--- config.mk ---
export PLATFORM = sky130hd
export DESIGN_NAME = access_guard
export DESIGN_NICKNAME = d
export VERILOG_FILES = /design/src/access_guard_pkg.sv /design/src/access_guard.sv
export SDC_FILE = /design/constraint.sdc
export NUM_CORES = 1
export LEC_CHECK = 0
export BUFFER_PORTS_ARGS = -buffer_cell sky130_fd_sc_hd__buf_4
export CORE_MARGIN = 5
export CORE_UTILIZATION = 40
export CTS_CLUSTER_SIZE = 16
export DETAILED_ROUTE_END_ITERATION = 8
export PLACE_DENSITY = 0.86
export SLEW_MARGIN = 15
export SYNTH_ARGS = -nofsm -noshare
export SYNTH_HDL_FRONTEND = slang
export SYNTH_SLANG_ARGS = --single-unit
--- constraint.sdc ---
create_clock -name sys_clk -period 4.6 [get_ports sys_clk]
set_clock_uncertainty 0.05 [all_clocks]
set_input_delay 0.92 -clock sys_clk [delete_from_list [all_inputs] [get_ports sys_clk]]
set_output_delay 0.92 -clock sys_clk [all_outputs]
set_load 0.01 [all_outputs]
--- src/access_guard_pkg.sv ---
/*
 Shared constants and carrier types for the peripheral write-protect guard.
 Assumes a 32-bit peripheral bridge with byte strobes in front of the guard.
*/
package access_guard_pkg;
	localparam int DATA_W = 32;
	localparam int ADDR_W = 4;
	localparam int STRB_W = 4;
	localparam int PERIPH_IDX_W = 5;
	// Register offsets
	localparam logic [ADDR_W-1:0] OFS_PROTECT_CLEAR = 4'h0;
	localparam logic [ADDR_W-1:0] OFS_PROTECT_SET = 4'h4;
	// Reset value of the shared protect vector
	localparam logic [DATA_W-1:0] PROTECT_RESET = 32'h0000_0000;
	// Protect bit positions of the first instance
	localparam int BIT_POWER_MANAGER = 1;
	localparam int BIT_SYSTEM_CONTROL = 2;
	localparam int BIT_CLOCK_GENERATOR = 3;
	localparam int BIT_WATCHDOG_UNIT = 4;
	localparam int BIT_REAL_TIME_COUNTER = 5;
	localparam int BIT_EXTERNAL_IRQ_UNIT = 6;
	localparam logic [DATA_W-1:0] IMPLEMENTED_MASK_0 = 32'h0000_007e;
	// Instance that starts with its bus clock stopped
	localparam int GATED_AT_RESET_INSTANCE = 2;

	typedef struct packed {
		logic sel;
		logic enable;
		logic write;
		logic [ADDR_W-1:0] addr;
		logic [DATA_W-1:0] wdata;
		logic [STRB_W-1:0] strb;
	} reg_req_t;

	typedef struct packed {
		logic valid;
		logic write;
		logic debugger;
		logic [PERIPH_IDX_W-1:0] periph;
	} guard_req_t;

	typedef enum logic [1:0] {
		BUS_IDLE = 2'b00,
		BUS_SETUP = 2'b01,
		BUS_ACCESS = 2'b10
	} bus_state_t;
endpackage

--- src/access_guard.sv ---
/*
 Write-protect guard for the peripherals of one bridge: protect vector with
 paired clear/set registers, a register slave port and a per-access check.
 Assumes the bridge presents a two-phase register access (setup, then access)
 and forwards each peripheral access to the check port one per cycle.
*/
// How it works
// - One guard per bridge, covers its peripherals.
// - Bus clock gated; third instance starts off.
// - Keeps guarding whenever its clock runs and clk_en is high.
// - Debugger writes bypass protection.
// - Clear-register one clears shared protect bit.
// - Set-register one sets shared protect bit.
// - Zero bits leave protect bits unchanged.
// - Both registers read same protect vector.
// - Protected write dropped, access error returned.
// - Setting already-protected bit returns error.
// - Clearing already-unprotected bit returns error.
// - Byte, halfword and word accesses supported.
// - Registers reached through bridge, error carried back.
`timescale 1ns/1ps
module access_guard #(
	parameter int INSTANCE = 0,
	parameter logic [31:0] IMPLEMENTED_MASK = access_guard_pkg::IMPLEMENTED_MASK_0
) (
	// Clock, reset, enable
	input wire logic sys_clk,
	input wire logic rst,
	input wire logic clk_en,
	// Bus clock request from the power manager
	input wire logic guard_bus_clock,
	// Register port
	input wire access_guard_pkg::reg_req_t reg_req,
	output logic [access_guard_pkg::DATA_W-1:0] reg_rdata,
	output logic reg_ready,
	output logic reg_error,
	// Peripheral access check
	input wire access_guard_pkg::guard_req_t guard_req,
	output logic guard_pass,
	output logic guard_error,
	// Protect state
	output logic [access_guard_pkg::DATA_W-1:0] protect_state,
	output logic clock_running
);
	localparam logic CLOCK_AT_RESET = (INSTANCE != access_guard_pkg::GATED_AT_RESET_INSTANCE);

	logic [access_guard_pkg::DATA_W-1:0] protect;
	logic clock_on;
	access_guard_pkg::bus_state_t bus_state;
	access_guard_pkg::bus_state_t next_bus_state;

	wire logic active = clk_en & clock_on;
	wire logic hit_clear = (reg_req.addr == access_guard_pkg::OFS_PROTECT_CLEAR);
	wire logic hit_set = (reg_req.addr == access_guard_pkg::OFS_PROTECT_SET);
	wire logic mapped = hit_clear | hit_set;
	// Byte lanes expanded to a bit mask
	wire logic [31:0] lane_mask = {{8{reg_req.strb[3]}}, {8{reg_req.strb[2]}},
		{8{reg_req.strb[1]}}, {8{reg_req.strb[0]}}};
	wire logic [31:0] write_ones = reg_req.wdata & lane_mask & IMPLEMENTED_MASK;
	wire logic double_set = hit_set & (|(write_ones & protect));
	wire logic double_clear = hit_clear & (|(write_ones & ~protect));
	wire logic setup_phase = reg_req.sel & ~reg_req.enable;
	wire logic take_setup = (bus_state == access_guard_pkg::BUS_IDLE) & setup_phase;
	wire logic commit = reg_req.sel & reg_req.enable & reg_ready & reg_req.write & mapped;
	wire logic [31:0] next_protect = hit_set ? (protect | write_ones) : (protect & ~write_ones);
	wire logic answer_error = ~mapped | (reg_req.write & (double_set | double_clear));
	wire logic [31:0] answer_data = (mapped & ~reg_req.write) ? (protect & IMPLEMENTED_MASK) : 32'h0000_0000;
	wire logic blocked = guard_req.valid & guard_req.write & ~guard_req.debugger
		& protect[guard_req.periph];

	always_comb begin
		case (bus_state)
			access_guard_pkg::BUS_IDLE: next_bus_state = setup_phase ? access_guard_pkg::BUS_SETUP
				: access_guard_pkg::BUS_IDLE;
			access_guard_pkg::BUS_SETUP: next_bus_state = access_guard_pkg::BUS_ACCESS;
			access_guard_pkg::BUS_ACCESS: next_bus_state = access_guard_pkg::BUS_IDLE;
			default: next_bus_state = access_guard_pkg::BUS_IDLE;
		endcase
	end

	// Bus clock gate follows the power manager; third instance resets stopped
	always_ff @(posedge sys_clk or posedge rst) begin
		if (rst) begin
			clock_on <= CLOCK_AT_RESET;
			clock_running <= CLOCK_AT_RESET;
		end else if (clk_en) begin
			clock_on <= guard_bus_clock;
			clock_running <= guard_bus_clock;
		end
	end

	always_ff @(posedge sys_clk or posedge rst) begin
		if (rst) begin
			bus_state <= access_guard_pkg::BUS_IDLE;
		end else if (active) begin
			bus_state <= next_bus_state;
		end
	end

	// Answer taken at setup; ready and error stand one cycle, data until the next answer
	always_ff @(posedge sys_clk or posedge rst) begin
		if (rst) begin
			reg_ready <= 1'b0;
			reg_error <= 1'b0;
			reg_rdata <= 32'h0000_0000;
		end else if (active) begin
			reg_ready <= take_setup;
			reg_error <= take_setup & answer_error;
			if (take_setup) begin
				reg_rdata <= answer_data;
			end
		end
	end

	// Shared protect vector; write still lands when a double operation is flagged
	always_ff @(posedge sys_clk or posedge rst) begin
		if (rst) begin
			protect <= access_guard_pkg::PROTECT_RESET;
			protect_state <= access_guard_pkg::PROTECT_RESET;
		end else if (active) begin
			if (commit) begin
				protect <= next_protect;
				protect_state <= next_protect;
			end
		end
	end

	// Check runs only while clk_en is high and the bus clock gate is on; otherwise it holds its answer
	always_ff @(posedge sys_clk or posedge rst) begin
		if (rst) begin
			guard_pass <= 1'b0;
			guard_error <= 1'b0;
		end else if (active) begin
			guard_pass <= guard_req.valid & ~blocked;
			guard_error <= blocked;
		end
	end

	AST_BLOCKED_WRITE: assert property (@(posedge sys_clk) disable iff (rst)
		active & guard_req.valid & guard_req.write & ~guard_req.debugger & protect[guard_req.periph]
		|=> guard_error & ~guard_pass)
		else $error("Protected write not refused");
	AST_DEBUG_BYPASS: assert property (@(posedge sys_clk) disable iff (rst)
		active & guard_req.valid & guard_req.debugger |=> guard_pass & ~guard_error)
		else $error("Debugger write was refused");
	AST_SET_BITS: assert property (@(posedge sys_clk) disable iff (rst)
		active & commit & hit_set |=> ((protect & $past(write_ones)) == $past(write_ones)))
		else $error("Set write did not set protect bits");
	AST_CLEAR_BITS: assert property (@(posedge sys_clk) disable iff (rst)
		active & commit & hit_clear |=> ((protect & $past(write_ones)) == 32'h0000_0000))
		else $error("Clear write did not clear protect bits");
	AST_ZERO_KEEPS: assert property (@(posedge sys_clk) disable iff (rst)
		active & commit |=> ((protect & ~$past(write_ones)) == ($past(protect) & ~$past(write_ones))))
		else $error("Zero bits changed protect state");
	AST_SAME_READ: assert property (@(posedge sys_clk) disable iff (rst)
		active & (bus_state == access_guard_pkg::BUS_IDLE) & setup_phase & mapped & ~reg_req.write
		|=> reg_ready & (reg_rdata == (protect & IMPLEMENTED_MASK)))
		else $error("Read data differs from protect vector");
	AST_DOUBLE_SET: assert property (@(posedge sys_clk) disable iff (rst)
		active & (bus_state == access_guard_pkg::BUS_IDLE) & setup_phase & reg_req.write & double_set
		|=> reg_ready & reg_error)
		else $error("Double protect gave no error");
	AST_DOUBLE_CLEAR: assert property (@(posedge sys_clk) disable iff (rst)
		active & (bus_state == access_guard_pkg::BUS_IDLE) & setup_phase & reg_req.write & double_clear
		|=> reg_ready & reg_error)
		else $error("Double unprotect gave no error");
	AST_UNUSED_ZERO: assert property (@(posedge sys_clk) disable iff (rst)
		(protect & ~IMPLEMENTED_MASK) == 32'h0000_0000)
		else $error("Unimplemented protect bit set");
	AST_READY_ONE_CYCLE: assert property (@(posedge sys_clk) disable iff (rst)
		reg_ready & active |=> ~reg_ready)
		else $error("Ready held longer than one cycle");
	AST_CLOCK_GATE: assert property (@(posedge sys_clk) disable iff (rst)
		clk_en & ~guard_bus_clock |=> ~clock_running)
		else $error("Bus clock gate ignored power manager");

	// Register port answers
	AST_READY_AFTER_SETUP: assert property (@(posedge sys_clk) disable iff (rst)
		active & take_setup
		|=> reg_ready)
		else $error("No answer after setup");
	AST_READY_ONLY_ASKED: assert property (@(posedge sys_clk) disable iff (rst)
		active & ~take_setup
		|=> ~reg_ready)
		else $error("Answer without setup");
	AST_ERROR_NEEDS_READY: assert property (@(posedge sys_clk) disable iff (rst)
		reg_error |-> reg_ready)
		else $error("Error shown without ready");
	AST_ERROR_ONE_CYCLE: assert property (@(posedge sys_clk) disable iff (rst)
		reg_error & active
		|=> ~reg_error)
		else $error("Error held longer than one cycle");
	AST_UNMAPPED_ERROR: assert property (@(posedge sys_clk) disable iff (rst)
		active & take_setup & ~mapped
		|=> reg_ready & reg_error)
		else $error("Unmapped access gave no error");
	AST_UNMAPPED_KEEPS: assert property (@(posedge sys_clk) disable iff (rst)
		active & reg_req.sel & reg_req.enable & ~mapped
		|=> (protect == $past(protect)))
		else $error("Unmapped access changed protect state");
	AST_CLEAN_WRITE_OK: assert property (@(posedge sys_clk) disable iff (rst)
		active & take_setup & mapped & reg_req.write & ~double_set & ~double_clear
		|=> reg_ready & ~reg_error)
		else $error("Clean write gave an error");
	AST_READ_NO_ERROR: assert property (@(posedge sys_clk) disable iff (rst)
		active & take_setup & mapped & ~reg_req.write
		|=> reg_ready & ~reg_error)
		else $error("Register read gave an error");
	AST_RDATA_HOLDS: assert property (@(posedge sys_clk) disable iff (rst)
		~(active & take_setup)
		|=> $stable(reg_rdata))
		else $error("Read data moved between answers");
	AST_RDATA_MASKED: assert property (@(posedge sys_clk) disable iff (rst)
		(reg_rdata & ~IMPLEMENTED_MASK) == 32'h0000_0000)
		else $error("Unimplemented bit read as one");
	AST_WRITE_RDATA_ZERO: assert property (@(posedge sys_clk) disable iff (rst)
		active & take_setup & reg_req.write
		|=> (reg_rdata == 32'h0000_0000))
		else $error("Write answer carried data");
	AST_READ_KEEPS: assert property (@(posedge sys_clk) disable iff (rst)
		active & reg_req.sel & ~reg_req.write
		|=> (protect == $past(protect)))
		else $error("Read changed protect state");

	// Access sequence
	AST_IDLE_TO_SETUP: assert property (@(posedge sys_clk) disable iff (rst)
		active & take_setup
		|=> (bus_state == access_guard_pkg::BUS_SETUP))
		else $error("Setup not taken");
	AST_IDLE_WAITS: assert property (@(posedge sys_clk) disable iff (rst)
		active & (bus_state == access_guard_pkg::BUS_IDLE) & ~setup_phase
		|=> (bus_state == access_guard_pkg::BUS_IDLE))
		else $error("Left idle without setup");
	AST_SETUP_TO_ACCESS: assert property (@(posedge sys_clk) disable iff (rst)
		active & (bus_state == access_guard_pkg::BUS_SETUP)
		|=> (bus_state == access_guard_pkg::BUS_ACCESS))
		else $error("Setup did not move to access");
	AST_ACCESS_TO_IDLE: assert property (@(posedge sys_clk) disable iff (rst)
		active & (bus_state == access_guard_pkg::BUS_ACCESS)
		|=> (bus_state == access_guard_pkg::BUS_IDLE))
		else $error("Access did not return to idle");
	AST_STATE_LEGAL: assert property (@(posedge sys_clk) disable iff (rst)
		bus_state inside {access_guard_pkg::BUS_IDLE, access_guard_pkg::BUS_SETUP, access_guard_pkg::BUS_ACCESS})
		else $error("Bus state out of range");
	AST_COMMIT_IN_SETUP: assert property (@(posedge sys_clk) disable iff (rst)
		active & commit
		|-> (bus_state == access_guard_pkg::BUS_SETUP))
		else $error("Write committed outside its access");
	AST_READY_IN_SETUP: assert property (@(posedge sys_clk) disable iff (rst)
		reg_ready |-> (bus_state == access_guard_pkg::BUS_SETUP))
		else $error("Ready outside the access cycle");

	// Protect vector
	AST_SET_ONLY_SETS: assert property (@(posedge sys_clk) disable iff (rst)
		active & commit & hit_set
		|=> ((protect & $past(protect)) == $past(protect)))
		else $error("Set write cleared a protect bit");
	AST_CLEAR_ONLY_CLEARS: assert property (@(posedge sys_clk) disable iff (rst)
		active & commit & hit_clear
		|=> ((protect & ~$past(protect)) == 32'h0000_0000))
		else $error("Clear write set a protect bit");
	AST_LANE_OFF_KEEPS: assert property (@(posedge sys_clk) disable iff (rst)
		active & commit
		|=> (((protect ^ $past(protect)) & ~$past(lane_mask)) == 32'h0000_0000))
		else $error("Disabled byte lane changed protect state");
	AST_NO_COMMIT_KEEPS: assert property (@(posedge sys_clk) disable iff (rst)
		~(active & commit)
		|=> (protect == $past(protect)))
		else $error("Protect state changed without a write");
	AST_STATE_COPY: assert property (@(posedge sys_clk) disable iff (rst)
		protect_state == protect)
		else $error("Protect state output differs from vector");

	// Check port
	AST_ONE_ANSWER: assert property (@(posedge sys_clk) disable iff (rst)
		active & guard_req.valid
		|=> guard_pass | guard_error)
		else $error("Peripheral access got no answer");
	AST_READ_PASSES: assert property (@(posedge sys_clk) disable iff (rst)
		active & guard_req.valid & ~guard_req.write
		|=> guard_pass & ~guard_error)
		else $error("Peripheral read was refused");
	AST_OPEN_PASSES: assert property (@(posedge sys_clk) disable iff (rst)
		active & guard_req.valid & ~protect[guard_req.periph]
		|=> guard_pass & ~guard_error)
		else $error("Unprotected access was refused");
	AST_NO_REQ_QUIET: assert property (@(posedge sys_clk) disable iff (rst)
		active & ~guard_req.valid
		|=> ~guard_pass & ~guard_error)
		else $error("Answer without a peripheral access");
	AST_PASS_OR_ERROR: assert property (@(posedge sys_clk) disable iff (rst)
		~(guard_pass & guard_error))
		else $error("Pass and error shown together");

	// Clock gate and freeze
	AST_CLOCK_GATE_ON: assert property (@(posedge sys_clk) disable iff (rst)
		clk_en & guard_bus_clock
		|=> clock_running)
		else $error("Bus clock gate did not open");
	AST_CLOCK_COPY: assert property (@(posedge sys_clk) disable iff (rst)
		clock_running == clock_on)
		else $error("Clock running output differs from gate");
	AST_CLOCK_FROZEN: assert property (@(posedge sys_clk) disable iff (rst)
		~clk_en
		|=> $stable(clock_running) & $stable(clock_on))
		else $error("Bus clock gate moved while frozen");
	AST_FREEZE_VECTOR: assert property (@(posedge sys_clk) disable iff (rst)
		~active
		|=> $stable(protect))
		else $error("Protect vector moved while frozen");
	AST_FREEZE_BUS: assert property (@(posedge sys_clk) disable iff (rst)
		~active
		|=> $stable(bus_state))
		else $error("Bus state moved while frozen");
	AST_FREEZE_ANSWER: assert property (@(posedge sys_clk) disable iff (rst)
		~active
		|=> $stable(reg_ready) & $stable(reg_error) & $stable(reg_rdata))
		else $error("Register answer moved while frozen");
	AST_FREEZE_CHECK: assert property (@(posedge sys_clk) disable iff (rst)
		~active
		|=> $stable(guard_pass) & $stable(guard_error))
		else $error("Check answer moved while frozen");
	AST_FREEZE_STATE_OUT: assert property (@(posedge sys_clk) disable iff (rst)
		~active
		|=> $stable(protect_state))
		else $error("Protect state output moved while frozen");
endmodule

# Word-level counts from Yosys, hierarchy flattened
# Index checks and enable logic that the tools add are counted.
# op_classes
magnitude_cmp	1
eq_ne	2
n_mux	6
n_bitwise	31
n_reduce_logical	6
# ops
op	count
bitwise AND 7 x 32 -> 32 bit	2
OR reduction 32 bit	2
bitwise AND 32 bit	1
two-way mux 32 bit	1
NOT 32 bit	1
NOT 7 -> 32 bit	1
bitwise OR 32 x 7 -> 32 bit	1
bitwise AND 1 bit	16
bitwise AND 7 bit	1
two-way mux 7 bit	1
less-than comparator 5 x 6 -> 1 bit, second input constant	1
binary-select mux 1 bit (select 5 bit)	1
NOT 1 bit	5
equality test 4 x 3 -> 1 bit, second input constant	1
zero test 4 bit	1
case mux 2 bit (2 select lines)	1
AND reduction 2 bit	2
bitwise OR 1 bit	3
equality test 2 x 1 -> 1 bit, second input constant	1
zero test 2 bit	1
two-way mux 1 bit	2
# totals
ff_bits	71
output_inout_bits	69
wordCells	54

# Longest topological paths before layout
# logic_depth
ltp_word	8
ltp_mapped	5

# Worst setup path after synthesis
# OpenSTA, ideal clock, no wires.
# synth_path
kind	input -> register
start	input port reg_req[37] (netlist name)
end	register (tool-made name)
setup_time_ns	0.128
arrival_time_ns	2.006
t_required_ns	4.422
setup_slack_ns	2.417
cell_stages	4
n_path_buf	0
cell_sequence	or3_4 -> nor4_4 -> nand2_1 -> mux2_1
# synth_lines
item	line	rtl
start, declared	access_guard.sv:33	input wire access_guard_pkg::reg_req_t reg_req,

# Worst setup path in the final report
# layout_path
start	input port reg_req[41] (netlist name)
end	register reg_rdata[4] (netlist name)
# layout_via
elab_chain_cells	4
# layout_rtl
item	line	rtl
NOT 1 bit	access_guard.sv:62	wire logic setup_phase = reg_req.sel & ~reg_req.enable;
bitwise AND 1 bit	access_guard.sv:62	
bitwise AND 1 bit	access_guard.sv:63	wire logic take_setup = (bus_state == access_guard_pkg::BUS_IDLE) & setup_phase;
AND reduction 2 bit (no line)	-	
end signal, assigned	access_guard.sv:110	reg_rdata <= answer_data;
end, declared	access_guard.sv:34	output logic [access_guard_pkg::DATA_W-1:0] reg_rdata,
# No other way between the ends.
# A chain may end at the register's enable or synchronous reset.

==> flow_summary.yaml <==
logic_synthesis:
  synthTopCellsByArea: "dfrtp_1, buf_4, mux2_1"
  netlist_area_um2: 1330
  syn_inst: 140
  synth-compound-area-share_pct: 10.9
  yosysWarnings: 0
  synth.mux.area_fraction_pct: 7.45
  synth_flop_cell: "dfrtp_1"
  synth_xor_area_share_pct: 0
  syn_avg_cell_area_um2: 9.48
  synth_top_family_by_area: "buffers and inverters"
  synth-simple-area-share_pct: 14.3
  netlist_top_cells_count: "buf_4, dfrtp_1, nand2_1"
  synth_top_area_share_pct: 33.9
  yosysMostFrequentCell: "buf_4"
  synthAdderAreaFrac_pct: 0
  yosysSeqAreaShare_pct: 35.9
  yosysTopAreaCell: "dfrtp_1"
  synthArstFlopShare_pct: 100
  synth-seq-cells: 19
  synth_edf_count: 0
  synth_cell_type_count: 30
floorplan:
  ioPinCount: 124
  die_w_um: 67.6
  initial_core_util_pct: 40.4
  fp.coreArea_um2: 3280
  dieArea_um2: 4570
  row_count: 21
  die_h_um: 67.6
sta:
  clock.fmax_mhz: 433
  finalHoldViolCount: 0
  relSlewSlack_pct: 52.2
  finalSetupViolations: 0
  rsz0062_at_grt: "no"
  fin_crit_ns: 2.31
  fin_hold_ws_ns: 0.443
  setup_tns_ns: 0
  tightest_slew_ns: 0.717
  post-route-period-util_pct: 50.2
  slew_violations: 0
hold_path:
  worst_hold_path_type: "reg2reg"
  min_from: "bus_state[1]"
  hold_depth: 1
  hold_path_end: "bus_state[1]"
route:
  first_pass_iters: 4
  wire_per_inst_um: 11.9
  wl_um: 2740
  num_vias: 987
  drt_iter0_markers: 48
  via_per_inst: 4.29
  ant_nets: 0
  drc_errors: 0
clocking:
  cts_hold_buffers: 0
  ctsResizeCount: 0
  tritoncts: "built"
  ctsHtreeMaxLevel: 1
  clkLatencyLatePin_ns: 0.29
  clk_pin_slew_ns: 0.11
  cts_root_buf: "clkbuf_4"
  cts.path.max_buffers: 2
  post_cts_buffers: 0
  cts_sinks: 19
  cts_buffers: 3
global_route:
  grt_max_degree: 20
  grt_use_total_pct: 11.5
  grt_antenna_before_repair: 0
  grt_pass1_wl_um: 4080
  grt_overflow: 0
  grt_pass1_vias: 879
critical_path:
  worstPathRequired_ns: 4.79
  rrSetupSlack_ns: 2.57
  slowest_delay_ns: 0.66
  critPathCaptureType: "register"
  crit_path_start_kind: "input pin"
  crit_family: "simple AND/OR/NAND/NOR gates"
  r2r-start: "bus_state[0]"
  cp.arrival_ns: 2.49
  critPathLaunch: "reg_req[41]"
  slowest_stage: "nor3_1"
  reg2reg_depth: 4
  cp_max_fo: 11
  worstPathCellList: "buf_4 > nor4b_1 > nand3_1 > nor3_1 > a22o_1"
  crit_type: "in2reg"
  path_buf_inv: 1
  reg2reg_to: "reg_rdata[4]"
layout:
  nets: 240
  nFillCells: 325
  syn_to_final_growth_pct: 14.9
  antennaDiodeCount: 0
  finalNonFillerCells: 230
  layout-drive-gt1-share_pct: 28.3
power:
  peakVddDrop_mv: 0.143
  p_total_uw: 341
  p_leak_nw: 0.840
  powerDensity_nw_per_um2: 223
run_status:
  outcome: "complete, no violations"
placed_design:
  gp_congestion: 0.829
  dp_cells: 226
  dpl.hpwl_um: 2320
  portBuffers: 42
run:
  maxCapViolations: 0
## worst register-to-register path, cell delays in order, from the launching register on
cell	delay, ns
dfrtp_1	0.42
nor4b_1	0.29
nand3_1	0.34
nor3_1	0.66
a22o_1	0.22
## routing by layer
metal  part of all wire, %  vias to the layer above  track usage (%)
met5                     0                        -                0
met4                     0                        0             2.78
met3                    12                        0             3.33
met2                    52                       55             20.5
met1                    36                      466             13.5
li1                      -                      466                -
## report_power, final
part / switching (mW) / internal, mW
Clock: 0.0492 / 0.0323
Combinational: 0.0457 / 0.0296
Sequential: 0.00735 / 0.177
Total: 0.102 / 0.238
## cell usage in the layout (no fill, tap or decap)
master and n:
nor3_1 2, a22oi_1 1, mux2_2 1, nor2_1 1, buf_4 42, a22o_1 6
a222oi_1 2, o221ai_1 1, and2_1 1, inv_1 5, nand4_1 3, clkinv_2 1
or3_4 1, o21ai_0 2, a31o_2 1, a21o_1 1, nor4b_1 1, dfstp_2 1
clkbuf_4 3, mux2_1 6, nor4_1 1, nand2_4 1, nand2b_1 2, a21oi_1 4
dfrtp_1 18, mux2i_1 2, nand2_1 16, nor4_4 1, conb_1 52, nand3_1 4
o211a_1 1
## worst max-delay path by stage
stage | slack, ns | cells after the start | endpoint
2_1_floorplan | 2.42 | 4 | register
3_3_place_gp | 2.02 | 5 | reg_rdata[2]
3_5_place_dp | 1.99 | 5 | reg_rdata[4]
4_1_cts | 2.29 | 5 | reg_rdata[4]
5_1_grt | 2.19 | 5 | reg_rdata[3]
6_report | 2.29 | 5 | reg_rdata[4]
## final cells by class
cell class                      count  area [um^2]  area share, %
Multi-Input combinational cell    114          629           41.3
Sequential cell                    19          477           31.3
Timing Repair Buffer               42          315           20.7
Tap cell                           46         57.6           3.77
Clock buffer                        3         22.5           1.48
Inverter                            5         18.8           1.23
Clock inverter                      1         5.00          0.328
## through the flow
step	cell area, um^2	util, %	setup WS (ns)
CTS	1530	46.4	2.29
global placement	1500	45.6	2.02
global route	1530	46.4	2.19
floorplan	1520	-	2.42
detailed placement	1500	45.6	1.99
finish	1530	46.4	2.29
## kinds of logic after synthesis
kind of cell	Yosys count
other	1
DFF	19
muxes	9
buffers and inverters	58
and+or+nand+nor	34
AOI/OAI and AO/OA	19
Note: power is estimated with default switching activity, not from simulation.
